===== src/verilog/c2c_pkg.sv =====
/*
  constants and types for the second cursor configuration bank.
  assumes the host i/o path and the bank share core_clk_i.
*/
package c2c_pkg;
  // i/o ports of the index/data pair
  localparam logic [15:0] C2C_INDEX_PORT = 16'h03d6;
  localparam logic [15:0] C2C_DATA_PORT = 16'h03d7;
  // register indices behind the data port
  localparam logic [7:0] C2C_IDX_CONTROL = 8'ha8;
  localparam logic [7:0] C2C_IDX_HEIGHT = 8'ha9;
  localparam logic [7:0] C2C_IDX_BASE_LOW = 8'haa;
  localparam logic [7:0] C2C_IDX_BASE_HIGH = 8'hab;
  localparam logic [7:0] C2C_IDX_XPOS_LOW = 8'hac;
  localparam logic [7:0] C2C_IDX_XPOS_HIGH = 8'had;
  localparam logic [7:0] C2C_IDX_YPOS_LOW = 8'hae;
  localparam logic [7:0] C2C_IDX_YPOS_HIGH = 8'haf;
  localparam int C2C_NREG = 8;
  // writable bits per register, in index order from control upward
  localparam logic [7:0] C2C_WMASK [C2C_NREG] = '{8'hff, 8'hff, 8'hff, 8'h3f, 8'hff, 8'h87, 8'hff, 8'h87};
  // value after reset of every register and of the index
  localparam logic [7:0] C2C_RESET_VALUE = 8'h00;
  // control register fields
  localparam int C2C_CTRL_BLINK_BIT = 7;
  localparam int C2C_CTRL_VSTRETCH_BIT = 6;
  localparam int C2C_CTRL_HSTRETCH_BIT = 5;
  localparam int C2C_CTRL_ORIGIN_BIT = 4;
  localparam int C2C_CTRL_VEXT_BIT = 3;
  // position high register fields
  localparam int C2C_POS_SIGN_BIT = 7;
  // cursor mode codes
  localparam logic [2:0] C2C_MODE_OFF = 3'h0;
  localparam logic [2:0] C2C_MODE_32_ANDXOR = 3'h1;
  localparam logic [2:0] C2C_MODE_128_2COL = 3'h2;
  localparam logic [2:0] C2C_MODE_128_1COL = 3'h3;
  localparam logic [2:0] C2C_MODE_64_3COL = 3'h4;
  localparam logic [2:0] C2C_MODE_64_ANDXOR = 3'h5;
  localparam logic [2:0] C2C_MODE_64_4COL = 3'h6;
  localparam logic [2:0] C2C_MODE_RSVD = 3'h7;
  // implied heights and log2 of pattern size in bytes per mode size class
  localparam logic [10:0] C2C_HEIGHT_32 = 11'h020;
  localparam logic [10:0] C2C_HEIGHT_64 = 11'h040;
  localparam logic [10:0] C2C_HEIGHT_128 = 11'h080;
  localparam logic [3:0] C2C_SHIFT_32 = 4'h8;
  localparam logic [3:0] C2C_SHIFT_64 = 4'ha;
  localparam logic [3:0] C2C_SHIFT_128 = 4'hb;
  // height field is lines divided by four, minus one
  localparam int C2C_HEIGHT_UNIT_LOG2 = 2;

  typedef struct packed {
    logic [7:0] value;
  } c2c_reg_s;

  typedef struct packed {
    logic [7:0] index;
    logic [7:0] rdata;
    logic rvalid;
    logic enable;
    logic [2:0] mode;
    logic blink;
    logic vstretch;
    logic hstretch;
    logic origin;
    logic [10:0] height;
    logic [21:0] base;
    logic [3:0] pattern;
    logic [21:0] fetch;
    logic [11:0] xpos;
    logic [11:0] ypos;
  } c2c_state_s;
endpackage


===== src/verilog/c2c_reg_if.sv =====
/*
  write strobe, write data and stored value of one configuration register.
  assumes one driver per side: the bank drives the strobe, the store the value.
*/
`timescale 1ns/10ps
interface c2c_reg_if;
  logic wr_en;
  logic [7:0] wdata;
  logic [7:0] value;
  modport ctrl (output wr_en, output wdata, input value);
  modport store (input wr_en, input wdata, output value);
endinterface

===== src/verilog/c2c_cursor_regs.sv =====
/*
  second cursor configuration bank behind an index/data i/o pair,
  with the assembled values for the cursor display pipeline.
  assumes the host i/o strobes are single-cycle and on core_clk_i.
*/
`timescale 1ns/10ps
// Overview of operation
// with height extension on, cursor height comes from the 8-bit height field.
// software loads lines/4 minus 1; shown height is (field+1)*4 lines.
// pattern space is a 22-bit offset; base low bits 7-4 give offset 15-12.
// base high bits 5-0 give offset bits 21-16.
// base low bits 3-0 select one of up to 16 patterns.
// software picks only patterns that fit in the 4KB space.
// horizontal position is 12-bit; magnitude 7-0 from x low register.
// x high bit 7 is sign, bits 2-0 magnitude 10-8, sign-magnitude.
// vertical position is 12-bit; magnitude 7-0 from y low register.
// y high bit 7 is sign, bits 2-0 magnitude 10-8.
// reserved bits of base high and position high registers read zero.
// mode 000 disables the cursor and is the reset value; 111 reserved.
// control bit 3 makes height come from the height register.
// offset bits 11-0 are zero, aligning the space to 4KB.
// fetch address is base plus pattern index times pattern size.
module c2c_cursor_regs (
  // clock and reset
  input wire logic core_clk_i,
  input wire logic reset_i,
  // host i/o access
  input wire logic [15:0] io_addr_i,
  input wire logic io_wr_i,
  input wire logic io_rd_i,
  input wire logic [7:0] io_wdata_i,
  output logic [7:0] io_rdata_o,
  output logic io_rvalid_o,
  // cursor control to the display pipeline
  output logic cursor_enable_o,
  output logic [2:0] cursor_mode_o,
  output logic blink_en_o,
  output logic vstretch_o,
  output logic hstretch_o,
  output logic origin_sel_o,
  // cursor geometry to the display pipeline
  output logic [10:0] height_lines_o,
  output logic [21:0] base_offset_o,
  output logic [3:0] pattern_sel_o,
  output logic [21:0] fetch_addr_o,
  output logic [11:0] xpos_o,
  output logic [11:0] ypos_o
);
  import c2c_pkg::*;

  // registered state and its next value
  c2c_state_s st;
  c2c_state_s next_st;
  // stored register values, indexed from the control register upward
  logic [7:0] reg_val [C2C_NREG];
  // host access decode
  logic data_hit;
  logic index_hit;
  logic data_wr;
  logic data_rd;
  logic index_wr;
  logic index_rd;
  // read selection from the current index
  logic [7:0] sel_val;
  logic sel_ok;
  // derived cursor geometry
  logic [10:0] ext_lines;
  logic [10:0] mode_lines;
  logic [3:0] pat_shift;
  logic [21:0] base_full;
  logic [21:0] pat_offset;
  logic [11:0] xpos_full;
  logic [11:0] ypos_full;

  // one store per register; reserved bits are masked off at write
  generate
    for (genvar i = 0; i < C2C_NREG; i++) begin : g_reg
      c2c_reg_if rif ();
      assign rif.wr_en = data_wr && (st.index == C2C_IDX_CONTROL + 8'(i));
      assign rif.wdata = io_wdata_i;
      assign reg_val[i] = rif.value;
      c2c_reg8 #(
        .WMASK(C2C_WMASK[i])
      ) u_reg (
        .core_clk_i(core_clk_i),
        .reset_i(reset_i),
        .reg_if(rif)
      );
    end
  endgenerate

  // port decode; any other address is ignored
  assign data_hit = (io_addr_i == C2C_DATA_PORT);
  assign index_hit = (io_addr_i == C2C_INDEX_PORT);
  assign data_wr = io_wr_i && data_hit;
  assign data_rd = io_rd_i && data_hit;
  assign index_wr = io_wr_i && index_hit;
  assign index_rd = io_rd_i && index_hit;

  // read selection from the current index; unmapped indices read zero
  always_comb begin
    sel_ok = (st.index >= C2C_IDX_CONTROL) && (st.index <= C2C_IDX_YPOS_HIGH);
    sel_val = 8'h00;
    for (int i = 0; i < C2C_NREG; i++) begin
      if (st.index == C2C_IDX_CONTROL + 8'(i)) begin
        sel_val = reg_val[i];
      end
    end
  end

  // height and pattern size implied by the mode; extension overrides the height
  always_comb begin
    ext_lines = 11'(({3'h0, reg_val[1]} + 11'h001) << C2C_HEIGHT_UNIT_LOG2);
    mode_lines = 11'h000;
    pat_shift = C2C_SHIFT_32;
    unique case (reg_val[0][2:0])
      // cursor off: no implied height
      C2C_MODE_OFF: begin
        mode_lines = 11'h000;
        pat_shift = C2C_SHIFT_32;
      end
      // 32x32 two-plane patterns of 256 bytes
      C2C_MODE_32_ANDXOR: begin
        mode_lines = C2C_HEIGHT_32;
        pat_shift = C2C_SHIFT_32;
      end
      // 128x128 two-colour patterns of 2KB
      C2C_MODE_128_2COL: begin
        mode_lines = C2C_HEIGHT_128;
        pat_shift = C2C_SHIFT_128;
      end
      // 128x128 one colour with transparency, 2KB patterns
      C2C_MODE_128_1COL: begin
        mode_lines = C2C_HEIGHT_128;
        pat_shift = C2C_SHIFT_128;
      end
      // 64x64 three colours with transparency, 1KB patterns
      C2C_MODE_64_3COL: begin
        mode_lines = C2C_HEIGHT_64;
        pat_shift = C2C_SHIFT_64;
      end
      // 64x64 two-plane patterns of 1KB
      C2C_MODE_64_ANDXOR: begin
        mode_lines = C2C_HEIGHT_64;
        pat_shift = C2C_SHIFT_64;
      end
      // 64x64 four-colour patterns of 1KB
      C2C_MODE_64_4COL: begin
        mode_lines = C2C_HEIGHT_64;
        pat_shift = C2C_SHIFT_64;
      end
      // reserved code behaves as off, so a stray write never shows a cursor
      C2C_MODE_RSVD: begin
        mode_lines = 11'h000;
        pat_shift = C2C_SHIFT_32;
      end
    endcase
  end

  // aligned base, pattern offset within the space and signed positions
  always_comb begin
    base_full = {reg_val[3][5:0], reg_val[2][7:4], 12'h000};
    pat_offset = 22'({18'h00000, reg_val[2][3:0]} << pat_shift);
    xpos_full = {reg_val[5][C2C_POS_SIGN_BIT], reg_val[5][2:0], reg_val[4]};
    ypos_full = {reg_val[7][C2C_POS_SIGN_BIT], reg_val[7][2:0], reg_val[6]};
  end

  // next state: index, read answer and registered outputs
  always_comb begin
    next_st = st;
    next_st.rvalid = 1'b0;
    // index port write and the read answer of either port
    if (index_wr) begin
      next_st.index = io_wdata_i;
    end
    if (index_rd) begin
      next_st.rvalid = 1'b1;
      next_st.rdata = st.index;
    end else if (data_rd) begin
      next_st.rvalid = 1'b1;
      next_st.rdata = sel_ok ? sel_val : 8'h00;
    end
    // control fields, registered once more on their way out
    next_st.mode = reg_val[0][2:0];
    next_st.enable = (reg_val[0][2:0] != C2C_MODE_OFF) && (reg_val[0][2:0] != C2C_MODE_RSVD);
    next_st.blink = reg_val[0][C2C_CTRL_BLINK_BIT];
    next_st.vstretch = reg_val[0][C2C_CTRL_VSTRETCH_BIT];
    next_st.hstretch = reg_val[0][C2C_CTRL_HSTRETCH_BIT];
    next_st.origin = reg_val[0][C2C_CTRL_ORIGIN_BIT];
    // geometry and position, assembled from the separate bytes and registered once more on their way out
    next_st.height = reg_val[0][C2C_CTRL_VEXT_BIT] ? ext_lines : mode_lines;
    next_st.base = base_full;
    next_st.pattern = reg_val[2][3:0];
    next_st.fetch = 22'(base_full + pat_offset);
    next_st.xpos = xpos_full;
    next_st.ypos = ypos_full;
  end

  // state register
  always_ff @(posedge core_clk_i) begin
    if (reset_i) begin
      st <= '0;
    end else begin
      st <= next_st;
    end
  end

  // read answer straight from state
  assign io_rdata_o = st.rdata;
  assign io_rvalid_o = st.rvalid;
  // control to the display pipeline
  assign cursor_enable_o = st.enable;
  assign cursor_mode_o = st.mode;
  assign blink_en_o = st.blink;
  assign vstretch_o = st.vstretch;
  assign hstretch_o = st.hstretch;
  assign origin_sel_o = st.origin;
  // geometry to the display pipeline
  assign height_lines_o = st.height;
  assign base_offset_o = st.base;
  assign pattern_sel_o = st.pattern;
  assign fetch_addr_o = st.fetch;
  assign xpos_o = st.xpos;
  assign ypos_o = st.ypos;
endmodule


===== src/verilog/c2c_reg8.sv =====
/*
  one 8-bit configuration register with a mask of writable bits.
  assumes the strobe is a one-cycle pulse on core_clk_i.
*/
`timescale 1ns/10ps
module c2c_reg8 #(
  parameter logic [7:0] WMASK = 8'hff
) (
  // clock and reset
  input wire logic core_clk_i,
  input wire logic reset_i,
  // register port
  c2c_reg_if.store reg_if
);
  import c2c_pkg::*;

  c2c_reg_s st;
  c2c_reg_s next_st;

  // masked bits never store a one, so they read back as zero
  always_comb begin
    next_st = st;
    if (reg_if.wr_en) begin
      next_st.value = reg_if.wdata & WMASK;
    end
  end

  // state register
  always_ff @(posedge core_clk_i) begin
    if (reset_i) begin
      st.value <= C2C_RESET_VALUE;
    end else begin
      st <= next_st;
    end
  end

  assign reg_if.value = st.value;
endmodule


===== config.mk =====
export PLATFORM = sky130hd
export DESIGN_NAME = c2c_cursor_regs
export DESIGN_NICKNAME = d
export VERILOG_FILES = /design/src/verilog/c2c_pkg.sv /design/src/verilog/c2c_reg_if.sv /design/src/verilog/c2c_cursor_regs.sv /design/src/verilog/c2c_reg8.sv
export SDC_FILE = /design/constraint.sdc
export NUM_CORES = 1
export LEC_CHECK = 0
export ABC_CLOCK_PERIOD_IN_PS = 4900
export BUFFER_PORTS_ARGS = -buffer_cell sky130_fd_sc_hd__clkbuf_2
export CAP_MARGIN = 20
export CORE_MARGIN = 10
export CORE_UTILIZATION = 59
export DETAILED_ROUTE_END_ITERATION = 6
export GPL_ROUTABILITY_DRIVEN = 0
export PLACE_DENSITY_LB_ADDON = 0.3
export SLEW_MARGIN = 20
export SYNTH_ARGS = -nofsm -noshare
export SYNTH_HDL_FRONTEND = slang
export SYNTH_SLANG_ARGS = --single-unit

===== constraint.sdc =====
create_clock -name core_clk_i -period 4.9 [get_ports core_clk_i]
set_input_delay 0.49 -clock core_clk_i [delete_from_list [all_inputs] [get_ports core_clk_i]]
set_output_delay 0.49 -clock core_clk_i [all_outputs]
set_load 0.05 [all_outputs]

**Yosys cells after proc, flatten, opt, wreduce, memory -nomap -nowiden**

Memory sizes are Yosys's and may differ from the RTL's. A register that Yosys moved wholly into a read port is not among the register bits.
Index checks and enable logic that the tools add are counted.

- $add $sub $neg: 2
- Magnitude comparators: 2
- Equal/unequal tests: 11
- Shift operators: 1
- Muxes and demuxes: 14
- Reductions and logical operators: 17

Operators by type and width:

| cell | count |
|---|---|
| $mux W8 | 9 |
| $eq A8 B8 Y1 const B | 8 |
| $eq A16 B10 Y1 const B | 2 |
| $add A22 B22 Y22 | 1 |
| $shl A4 B4 Y22 | 1 |
| $mux W9 | 2 |
| $logic_and A1 B1 Y1 | 14 |
| $mux W11 | 1 |
| $add A8 B1 Y9 const B | 1 |
| $ge A8 B8 Y1 const B | 1 |
| $le A8 B8 Y1 const B | 1 |
| $mux W3 | 2 |
| $ne A3 B3 Y1 const B | 1 |
| $reduce_bool A3 Y1 | 1 |
| $reduce_bool A2 Y1 | 1 |
| $reduce_or A2 Y1 | 1 |

- Register bits: 162
- Bits in read-only memories: 40
- Input port bits: 28
- Output and inout port bits: 100
- Memories kept: 1

Memory list:

| memory | depth | width | rd ports | clocked after Yosys merged registers in | wr ports | line | RTL |
|---|---|---|---|---|---|---|---|
| (name not given) | 8 | 5 | 1 | 1 | 0 | c2c_cursor_regs.sv:116 | `unique case (reg_val[0][2:0])` |

**Logic depth before layout (Yosys ltp)**

Gate-level depths: netlist of the first run.

- Depth after elaboration: 12
- Mapped depth: 11
- Gate-level depth less buffers: 10

**Hierarchy**

From an unflattened synthesis of the first run, not the netlist that was laid out.

- Cells, all modules: 678
- Area total of the unflattened synthesis: 6588.8 um^2

Modules (own cells, without submodules):

| module | instances | cells each | area each (um^2) | seq. area each (um^2) |
|---|---|---|---|---|
| c2c_cursor_regs | 1 | 490 | 4581.9 | 1721.7 |
| c2c_reg8 (g_reg[0].u_reg ...) | 5 | 26 | 285.3 | 160.2 |
| c2c_reg8 (g_reg[5].u_reg ...) | 2 | 18 | 173.9 | 80.1 |
| c2c_reg8 (g_reg[3].u_reg) | 1 | 22 | 232.7 | 120.1 |

**Worst setup path after synthesis of the first run**

No wires, ideal clock.

- Kind: flip-flop to flip-flop
- Start: reg, netlist name pat_shift[0]
- End: reg st, in the netlist fetch_addr_o[20]
- Library setup time: 0.070 ns
- Arrival: 2.209 ns
- Setup slack: 2.621 ns
- Cell stages (with the launch flop): 12
- Path buffers: 1
- Clock period less this slack: 2.279 ns
- Cell sequence: dfxtp_1 -> clkbuf_1 -> mux2_2 -> nand2_1 -> o21ai_0 -> ha_1 -> inv_1 -> fa_1 -> nor2b_1 -> o21ai_0 -> or3_1 -> a21oi_1

- Cells in the longest elaborated chain, start to end: 2

RTL lines:

| what | line | RTL |
|---|---|---|
| $shl A4 B4 Y22 | c2c_cursor_regs.sv:163 | `pat_offset = 22'({18'h00000, reg_val[2][3:0]} << pat_shift);` |
| $add A22 B22 Y22 | c2c_cursor_regs.sv:194 | `next_st.fetch = 22'(base_full + pat_offset);` |
| end signal, assigned | c2c_cursor_regs.sv:204 | `st <= next_st;` |
| end, declared | c2c_cursor_regs.sv:52 | `c2c_state_s st;` |

No other way between the ends.
A chain may end at the register's enable or synchronous reset.

**Final worst setup path of the first run**

- Start: reg, netlist name pat_shift[0]
- End: reg st, in the netlist fetch_addr_o[20]

- Cells in the longest elaborated chain, start to end: 2

RTL lines:

| what | line |
|---|---|
| $shl A4 B4 Y22 | c2c_cursor_regs.sv:163 |
| $add A22 B22 Y22 | c2c_cursor_regs.sv:194 |

No other way between the ends.

==> summary.md, run 1 <==
| Metric | Value |
|---|---|
| Post-CTS Setup Bufs | 0 |
| CP Capture Type | flip-flop |
| Slew headroom | 0.349 |
| DPL Wire Length | 11100 microns |
| Final hold viol count | 0 |
| Internal power | between 1.5 and 2 mW |
| Site Rows | 37 |
| Cts repair resizes | 0 |
| HP Class | input port to flip-flop |
| Crit-path most repeated cell | o21ai_0 |
| Worst skew pair latency | about 0.53 ns |
| Critical Path Fanout Max | 8 |
| Number of global-route vias before repair | 4594 |
| Number of synthesized flops with an enable pin | 0 |
| Final setup fails | 0 |
| Routed len/inst | between 15 and 20 microns |
| Worst Path Buf+Inv | 1 |
| Register area | about 2900 sq um |
| Footprint of the multi-input gates | between 2000 and 3000 sq um |
| Lkg Pwr | 2.84 nW |
| First-pass GRT wire length | ~24000 microns |
| Fraction of registers with async set/reset | 0 |
| Drc violations | 0 |
| CP peak stage delay | 0.54 ns |
| CTS Sinks | 144 |
| Die width | 123 microns |
| Port Buffers | 105 |
| CTS Buffer Depth | 2 |
| Synthesized area per cell | 9.34 sq um |
| RSZ-0062 raised after global routing | no |
| Core area | 10400 sq um |
| Grt total ovfl | 0 |
| Worst slew pin tran | 0.975 ns |
| Family with the most delay on the worst path | simple AND/OR/NAND/NOR gates |
| CTS buffer count | 17 |
| Net Sw Power | 0.561 mW |
| Initial antenna violation count | 0 |
| Critical path data arrival time | 3.04 ns |
| Gate power share | 0.035 |
| Area grow syn2layout | 7.83% |
| Vias/cell | 5.58 |
| CP Class | flip-flop to flip-flop |
| N_diodes | 0 |
| Initial cell density of the core | 0.609 |
| Routed Antenna Nets | 0 |
| Detailed Route WL | 15100 microns |
| # IOs | between 100 and 150 |
| Yosys warns | 0 |
| Layout cell share with drive strength beyond 1 | 0.218 |
| Fmax | roughly 0.39 GHz |
| 1st-iter DRT viols | 571 |
| Final #Nets | 725 |
| Number of synthesized register bits | ~140 |
| Worst path cell trace | mux2_2 -> nand2_1 -> o21ai_0 -> ha_1 -> inv_1 -> fa_1 -> nor2b_1 -> o21ai_0 -> or3_1 -> a21oi_1 |
| Tcrit/Tclk final | 0.528 |
| Crit path time final | 2.59 ns |
| Overall Global Routing Usage | 0.202 |
| CTS tree | built |
| Area of the die | about 15000 sq um |
| Startpoint types | flip-flop |
| Synth cell types | 58 |
| Final clock skew | 0.00470 ns |
| Setup WS post-layout | 2.31 ns |
| Mapped Cells | 676 |
| Worst-path clk slew | 0.06 ns |
| Commonest non-fill, non-tap cell in the layout | dfxtp_1 |
| Fillers | 821 |
| Run status | completed |
| Setup TNS | 0 ns |
| Pwr Density | 363 nW/um^2 |
| Pre-CTS WS | about 2.2 ns |
| Finished Layout Cells | roughly 840 |
| Cell Area, Synth | 6310 sq um |
| Placed Cells | 809 |
| Max-slew violations | 0 |
| Highest-count cells in the layout ignoring fill and taps | dfxtp_1 (144), clkbuf_2 (104), nor2_1 (55) |
| Sequential Power Share | 0.474 |
| Post-synthesis sequential area ratio | 0.457 |
| Synth Flop Type | dfxtp_1 |
| Share of total power in the clock network | 0.491 |
| Root buf cell | clkbuf_8 |
| Max-cap viol count | 0 |
| CTS Hold Bufs | 0 |
| Vias | approximately 4.7k |
| Die H | 123 microns |
| DRT Pass-1 Iters | 6 |
| Worst VDD drop | 202 uV |
| CP required | 5.35 ns |
| H-tree depth | 4 |
| Slowest CP cell | dfxtp_1 |
| Switching share of power | 0.227 |
| Largest net degree at the start of global routing | 53 |
registers in the layout, indices dropped and copies added (netlist names), 3 cells and up:
| register | count |
|---|---|
| height_lines_o | 9 |
| ypos_o | 12 |
| xpos_o | 12 |
| base_offset_o | 10 |
| pattern_sel_o | 4 |
| cursor_mode_o | 3 |
| fetch_addr_o | 14 |
| g.u_reg.reg_if.value | 54 |
| st | 8 |
| io_rdata_o | 8 |
worst reg2reg max path, stage by stage, from the launching register on:
cell     delay [ns]
dfxtp_1        0.54
mux2_2         0.25
nand2_1        0.05
o21ai_0        0.10
ha_1           0.21
inv_1          0.06
fa_1           0.37
nor2b_1        0.17
o21ai_0        0.19
or3_1          0.40
a21oi_1        0.15
final timing paths:
check,depth (start not counted),from,to,slack (ns)
setup / recovery,10,pat_shift[0],fetch_addr_o[20],2.31
setup reg to reg,10,pat_shift[0],fetch_addr_o[20],2.31
hold reg to reg,1,g_reg[0].u_reg.reg_if.value[6],vstretch_o,0.49
hold / removal,3,io_wdata_i[6],st[106],0.29
per-layer routing:
| layer | part of all wire | vias up | GRT usage |
|---|---|---|---|
| met5 | 0 | - | 0 |
| li1 | - | 2215 | - |
| met1 | 0.41 | 2198 | 0.249 |
| met2 | 0.46 | 248 | 0.320 |
| met4 | 0.024 | 0 | 0.0822 |
| met3 | 0.10 | 32 | 0.0656 |
per-stage QoR:
| step | hold WS (ns) | util | total power [mW] | area (sq um) |
|---|---|---|---|---|
| after CTS | 0.279 | 0.656 | 2.48 | 6810 |
| final | 0.285 | 0.656 | 2.47 | 6810 |
| after global placement | 0.474 | 0.602 | 1.28 | 6240 |
| after floorplan | 0.430 | - | 1.27 | 6390 |
| after detailed placement | 0.483 | 0.602 | 1.28 | 6240 |
| after global routing | 0.290 | 0.656 | 2.54 | 6810 |
cell families (layout without fill, tap and decap cells):
family	after synthesis	after routing	synth area share
flops	144	144	0.457
buf+inv	141	149	0.142
other cells	1	22	0.000594
fa+ha+maj	5	5	0.0111
xor+xnor	9	9	0.0125
mux	44	44	0.0803
simple gates	238	238	0.206
compound gates	94	94	0.0904
final cells by class:
| cell class | instances | area share |
|---|---|---|
| clock buffers | 19 | 0.0620 |
| inverters | 9 | 0.00496 |
| well taps | 136 | 0.0250 |
| flip-flops and latches | 144 | 0.424 |
| multi-input cells | 412 | 0.383 |
| repair buffers | 108 | 0.0805 |
| clock inverters | 13 | 0.0206 |
power by group through the flow:
stage / clock network [mW] / logic (mW) / registers, mW
after floorplan: 0 / 0.0745 / 1.20
after global placement: 0 / 0.0826 / 1.20
after detailed placement: 0 / 0.0834 / 1.20
after CTS: 1.23 / 0.0838 / 1.17
after global routing: 1.28 / 0.0908 / 1.17
final: 1.21 / 0.0859 / 1.17
cell usage after synthesis (7+ instances only):
| master | number | area [sq um] |
|---|---|---|
| buf_4 | 95 | 713 |
| xor2_1 | 7 | 61.3 |
| dfxtp_1 | 144 | 2880 |
| mux2i_1 | 36 | 360 |
| inv_1 | 9 | 33.8 |
| nand2b_1 | 13 | 81.3 |
| nand2_1 | 53 | 199 |
| nand3_1 | 13 | 65.1 |
| nand3b_1 | 7 | 52.6 |
| o21ai_0 | 49 | 245 |
| nor2b_1 | 52 | 325 |
| nor2_1 | 55 | 206 |
| a31oi_1 | 7 | 43.8 |
| a21oi_1 | 7 | 35.0 |
| clkbuf_1 | 30 | 113 |
No activity file was read; power rests on OpenSTA's default activity.
==> run 2: changes to the inputs <==
- ABC_CLOCK_PERIOD_IN_PS: 4900 -> 2600
- CORE_UTILIZATION: 59 -> 55
- clock period: 4.9 -> 2.6 ns (I/O delays scaled with it)
==> summary.md, run 2 (same netlist as run 1, synthesis figures left out) <==
| Metric | Value |
|---|---|
| Max-slew violations | 0 |
| Critical path data arrival time | 2.71 ns |
| Internal power | 3.74 mW |
| Initial cell density of the core | 0.557 |
| Area of the die | 16200 sq um |
| CTS tree | built |
| Drc violations | 0 |
| Highest-count cells in the layout ignoring fill and taps | dfxtp_1 (143), clkbuf_2 (104), nor2_1 (55) |
| Grt total ovfl | 0 |
| Number of global-route vias before repair | 4559 |
| Critical Path Fanout Max | 8 |
| Crit-path most repeated cell | o21ai_0 |
| Final setup fails | 0 |
| Final clock skew | 0.0133 ns |
| Worst-path clk slew | approximately 0.060 ns |
| CP Class | flip-flop to flip-flop |
| Startpoint types | flip-flop |
| CTS Sinks | 144 |
| First-pass GRT wire length | about 24000 microns |
| 1st-iter DRT viols | 383 |
| Root buf cell | clkbuf_16 |
| # IOs | ~130 |
| Routed Antenna Nets | 0 |
| CTS Hold Bufs | 0 |
| Sequential Power Share | 0.460 |
| Site Rows | 39 |
| Layout cell share with drive strength beyond 1 | 0.226 |
| Run status | completed |
| DPL Wire Length | 11000 microns |
| Worst path cell trace | mux2_2 -> nand2_1 -> o21ai_0 -> ha_1 -> inv_1 -> fa_1 -> nor2b_1 -> o21ai_0 -> or3_1 -> a21oi_1 |
| Register area | 2880 sq um |
| Area grow syn2layout | 9.46% |
| Overall Global Routing Usage | 0.184 |
| Routed len/inst | 17.7 microns |
| CP required | roughly 3 ns |
| DP Area | 6310 sq um |
| DRT Pass-1 Iters | 5 |
| Worst slew pin tran | 0.580 ns |
| Post-CTS Setup Bufs | 0 |
| H-tree depth | 4 |
| Vias/cell | 5.36 |
| Cts repair resizes | 0 |
| Number of flip-flops in the largest register | 54 |
| Gate power share | 0.034 |
| Commonest non-fill, non-tap cell in the layout | dfxtp_1 |
| Final #Nets | 731 |
| CTS buffer count | 17 |
| RSZ-0062 raised after global routing | no |
| Largest net degree at the start of global routing | 60 |
| Fillers | 945 |
| Crit path time final | 2.38 ns |
| Core area | 11300 sq um |
| Die width | 127 microns |
| CTS Buffer Depth | 2 |
| Vias | around 4.6k |
| Setup TNS | 0 ns |
| Port Buffers | 105 |
| CP peak stage delay | 0.41 ns |
| Lkg Pwr | around 2.9 nW |
| Hold_ws | 0.162 ns |
| Max-cap viol count | 0 |
| Fmax | 0.421 GHz |
| Slowest CP cell | or3_1 |
| Switching share of power | 0.220 |
| Die H | approximately 130 microns |
| Final Power | 4.80 mW |
| Share of total power in the clock network | 0.506 |
| Design area | 6910 sq um |
| Most flop-heavy register | g.u_reg.reg_if.value |
| Core Util, Final | 0.610 |
| Initial antenna violation count | 0 |
| Pwr Density | 695 nW/um^2 |
| CP Capture Type | flip-flop |
| Worst skew pair latency | 0.42 ns |
| HP Class | input port to flip-flop |
| Final hold viol count | 0 |
| Slew headroom | 0.612 |
| Tcrit/Tclk final | 0.914 |
| Detailed Route WL | 15100 microns |
| Net Sw Power | approximately 1.1 mW |
| Footprint of the multi-input gates | 2610 sq um |
| N_diodes | 0 |
| Worst VDD drop | 410 uV |
## run 2: area by class of cell
cell class | count | share of cell area
inverters | 9 | 0.00489
repair buffers | 114 | 0.0877
flip-flops and latches | 144 | 0.417
multi-input cells | 412 | 0.378
clock buffers | 19 | 0.0627
well taps | 143 | 0.0259
clock inverters | 13 | 0.0237
## run 2: critical path: cells and delay by family (launching register included)
kind	cells	cell delay, ns
AND/OR/NAND/NOR	3	0.61
adder cells (fa/ha/maj)	2	0.57
AO/OA/AOI/OAI	3	0.44
flip-flops	1	0.37
multiplexers	1	0.26
buffers and inverters	1	0.06
## run 2: path summary, 6_finish.rpt
kind                                                      from                              to  slack (ns)  depth (start not counted)
worst min-delay path                             io_wdata_i[4]  g_reg[1].u_reg.reg_if.value[4]        0.16                          3
worst min register to register  g_reg[7].u_reg.reg_if.value[7]                      ypos_o[11]        0.49                          1
worst max-delay path                              pat_shift[0]                fetch_addr_o[18]        0.22                         10
worst max register to register                    pat_shift[0]                fetch_addr_o[18]        0.22                         10
## run 2: metrics by stage
step | instances | setup WS (ns)
final | 854 | 0.225
after global routing | 854 | 0.0147
after CTS | 854 | 0.126
after detailed placement | 822 | 0.140
after global placement | 822 | 0.322
after floorplan | 697 | 0.321
## run 2: power groups by stage
stage / clock network (mW) / logic, mW / registers (mW)
floorplan: 0 / 0.140 / 2.26
global placement: 0 / 0.160 / 2.26
detailed placement: 0 / 0.161 / 2.26
CTS: 2.46 / 0.162 / 2.21
global route: 2.54 / 0.173 / 2.21
finish: 2.43 / 0.163 / 2.21
## run 2: layer usage
metal,vias to the layer above,global-route usage,part of all wire
met1,2150,0.228,0.43
met2,171,0.291,0.46
met5,-,0,0
met4,0,0.0676,0.022
li1,2224,-,-
met3,33,0.0616,0.080
==> run 3: changes to the inputs <==
- SYNTH_HIERARCHICAL: unset -> 1
==> summary.md, run 3 <==
| Metric | Value |
|---|---|
| DP Area | 6550 sq um |
| # IOs | 128 |
| Tcrit/Tclk final | 0.898 |
| Routing layer with the top usage in global route | met2 |
| Mapped Cells | about 680 |
| Yosys warns | 6 |
| Die H | 129 microns |
| Sequential Power Share | 0.424 |
| Detailed Route WL | around 15000 microns |
| Worst-path clk slew | 0.06 ns |
| Synth Flop Type | dfxtp_1 |
| Final #Nets | between 700 and 800 |
| Vias/cell | 5.50 |
| Cell Area, Synth | 6590 sq um |
| CP Class | flip-flop to flip-flop |
| CTS Sinks | 140 |
| Vias | around 4.7k |
| Share of total power in the clock network | 0.540 |
| Initial antenna violation count | 0 |
| Worst VDD drop | 428 uV |
| Crit path time final | 2.33 ns |
| Overall Global Routing Usage | 0.183 |
| Gate power share | 0.036 |
| Largest net degree at the start of global routing | 62 |
| Top cell type's share of synthesized area | 0.425 |
| Final clock skew | 0.00584 ns |
| Drc violations | 2 |
| Pwr Density | 701 nW/um^2 |
| Leading area contributor after synthesis | dfxtp_1 |
| Grt met2 use | 0.278 |
| Core area | 11600 sq um |
| CTS buffer count | 17 |
| Setup TNS | 0 ns |
| Critical path data arrival time | 2.62 ns |
| Net Sw Power | 1.04 mW |
| Port Buffers | 105 |
| Grt met3 use | 0.0526 |
| Number of synthesized flops with an enable pin | 0 |
| Synth cell types | 62 |
| Area of the die | 16800 sq um |
| N_diodes | 0 |
| Highest-count cells in the layout ignoring fill and taps | dfxtp_1 (139), clkbuf_2 (104), nor2_1 (85) |
| Final Power | 5.06 mW |
| Commonest non-fill, non-tap cell in the layout | dfxtp_1 |
| Synthesized area per cell | 9.72 sq um |
| DRT Pass-1 Iters | 7 |
| Layout cell share with drive strength beyond 1 | 0.246 |
| Area grow syn2layout | 9.57% |
| Worst slew pin tran | 0.504 ns |
| Fmax | between 0.4 and 0.5 GHz |
| Grt total ovfl | 0 |
| DPL Wire Length | 10900 microns |
| Slew headroom | 0.664 |
| Initial cell density of the core | 0.570 |
| Final setup fails | 0 |
| Hold_ws | between 0.08 and 0.09 ns |
| Failing checks | design-rule violations |
| Most flop-heavy register | g.u_reg/reg_if.value |
| Routed Antenna Nets | 0 |
| HP Class | input port to flip-flop |
| Site Rows | 39 |
| RSZ-0062 raised after global routing | no |
| H-tree depth | 4 |
| Switching share of power | 0.206 |
| Worst skew pair latency | 0.42 ns |
| Design area | 7220 sq um |
| Root buf cell | clkbuf_16 |
| Cell with the most instances after synthesis | dfxtp_1 |
| Internal power | 4.02 mW |
| Most frequent cells after synthesis | dfxtp_1 (140), buf_4 (108), nor2_1 (85), mux2i_1 (72), nor2b_1 (48) |
| Run status | finished, violations left |
| Post-synthesis sequential area ratio | 0.425 |
| Fraction of registers with async set/reset | 0 |
| Number of flip-flops in the largest register | 54 |
| Critical Path Fanout Max | 10 |
| Dominant cells by area after synthesis | dfxtp_1 (43%), buf_4 (12%), mux2i_1 (11%), nor2_1 (4.8%), nor2b_1 (4.6%) |
| Lkg Pwr | 2.82 nW |
| CP Capture Type | flip-flop |
| First-pass GRT wire length | 24200 microns |
| CTS tree | built |
| Routed len/inst | between 15 and 20 microns |
| Post-CTS Setup Bufs | 0 |
| Max-cap viol count | 0 |
| CTS Buffer Depth | 2 |
| Final hold viol count | 0 |
| Die width | ~130 microns |
| Startpoint types | flip-flop |
| Number of synthesized register bits | 140 |
| Met1 GRT Util | 0.234 |
| CP required | 2.88 ns |
| Number of global-route vias before repair | 4635 |
| Max-slew violations | 0 |
| 1st-iter DRT viols | 304 |
[run 3: timing repair]
action / 4_1_cts / 5_1_grt
setup endpoints to repair: 0 / 2
hold buffers: 0 / 0
resized for setup: 0 / 1
[run 3: kinds of logic after synthesis]
logic type / share of synthesized area
buf+inv: 0.161
compound gates: 0.0756
fa+ha+maj: 0.0106
flops: 0.425
simple gates: 0.176
xor+xnor: 0.0146
other cells: 0.00228
mux: 0.135
[run 3: layout make-up]
type	count	area (sq um)
multi-input combinational	408	2840
tap	143	179
clock buffer	20	457
timing repair buffer	123	676
fill	961	4350
clock inverter	11	215
sequential	140	2800
inverter	12	45.0
[run 3: worst max-delay path, stage by stage, from the launching register on]
cell,delay (ns)
dfxtp_1,0.50
nand2_1,0.20
a32o_1,0.30
ha_1,0.20
fa_1,0.41
a21oi_1,0.28
nor4b_1,0.11
xnor2_1,0.15
nor2_1,0.06
[run 3: final timing paths]
check / from / end / slack [ns] / cells past startpoint
hold / removal: io_rd_i / io_rvalid_o / 0.09 / 2
hold reg to reg: g_reg[4].u_reg/reg_if.value[3] / xpos_o[3] / 0.47 / 2
setup reg to reg: g_reg[0].u_reg/reg_if.value[0] / fetch_addr_o[20] / 0.27 / 8
setup / recovery: g_reg[0].u_reg/reg_if.value[0] / fetch_addr_o[20] / 0.27 / 8
[run 3: through the flow]
stage	utilization	instances	setup slack, ns
after floorplan	-	706	0.469
after CTS	0.624	857	0.173
after global routing	0.624	857	0.0955
final	0.624	857	0.266
after detailed placement	0.566	826	0.175
after global placement	0.566	826	0.356
[run 3: layer usage]
metal | wire [microns] | vias up | part of all wire
met4 | 312 | 0 | 0.020
met1 | 6900 | 2232 | 0.45
li1 | - | 2243 | -
met5 | 0 | - | 0
met2 | 6860 | 211 | 0.45
met3 | 1180 | 28 | 0.078
[run 3: power groups by stage]
stage / Clock [mW] / Combinational (mW) / Sequential [mW]
after global routing: 2.84 / 0.191 / 2.14
after CTS: 2.77 / 0.176 / 2.15
after detailed placement: 0 / 0.177 / 2.19
after global placement: 0 / 0.174 / 2.19
final: 2.73 / 0.181 / 2.15
after floorplan: 0 / 0.154 / 2.19
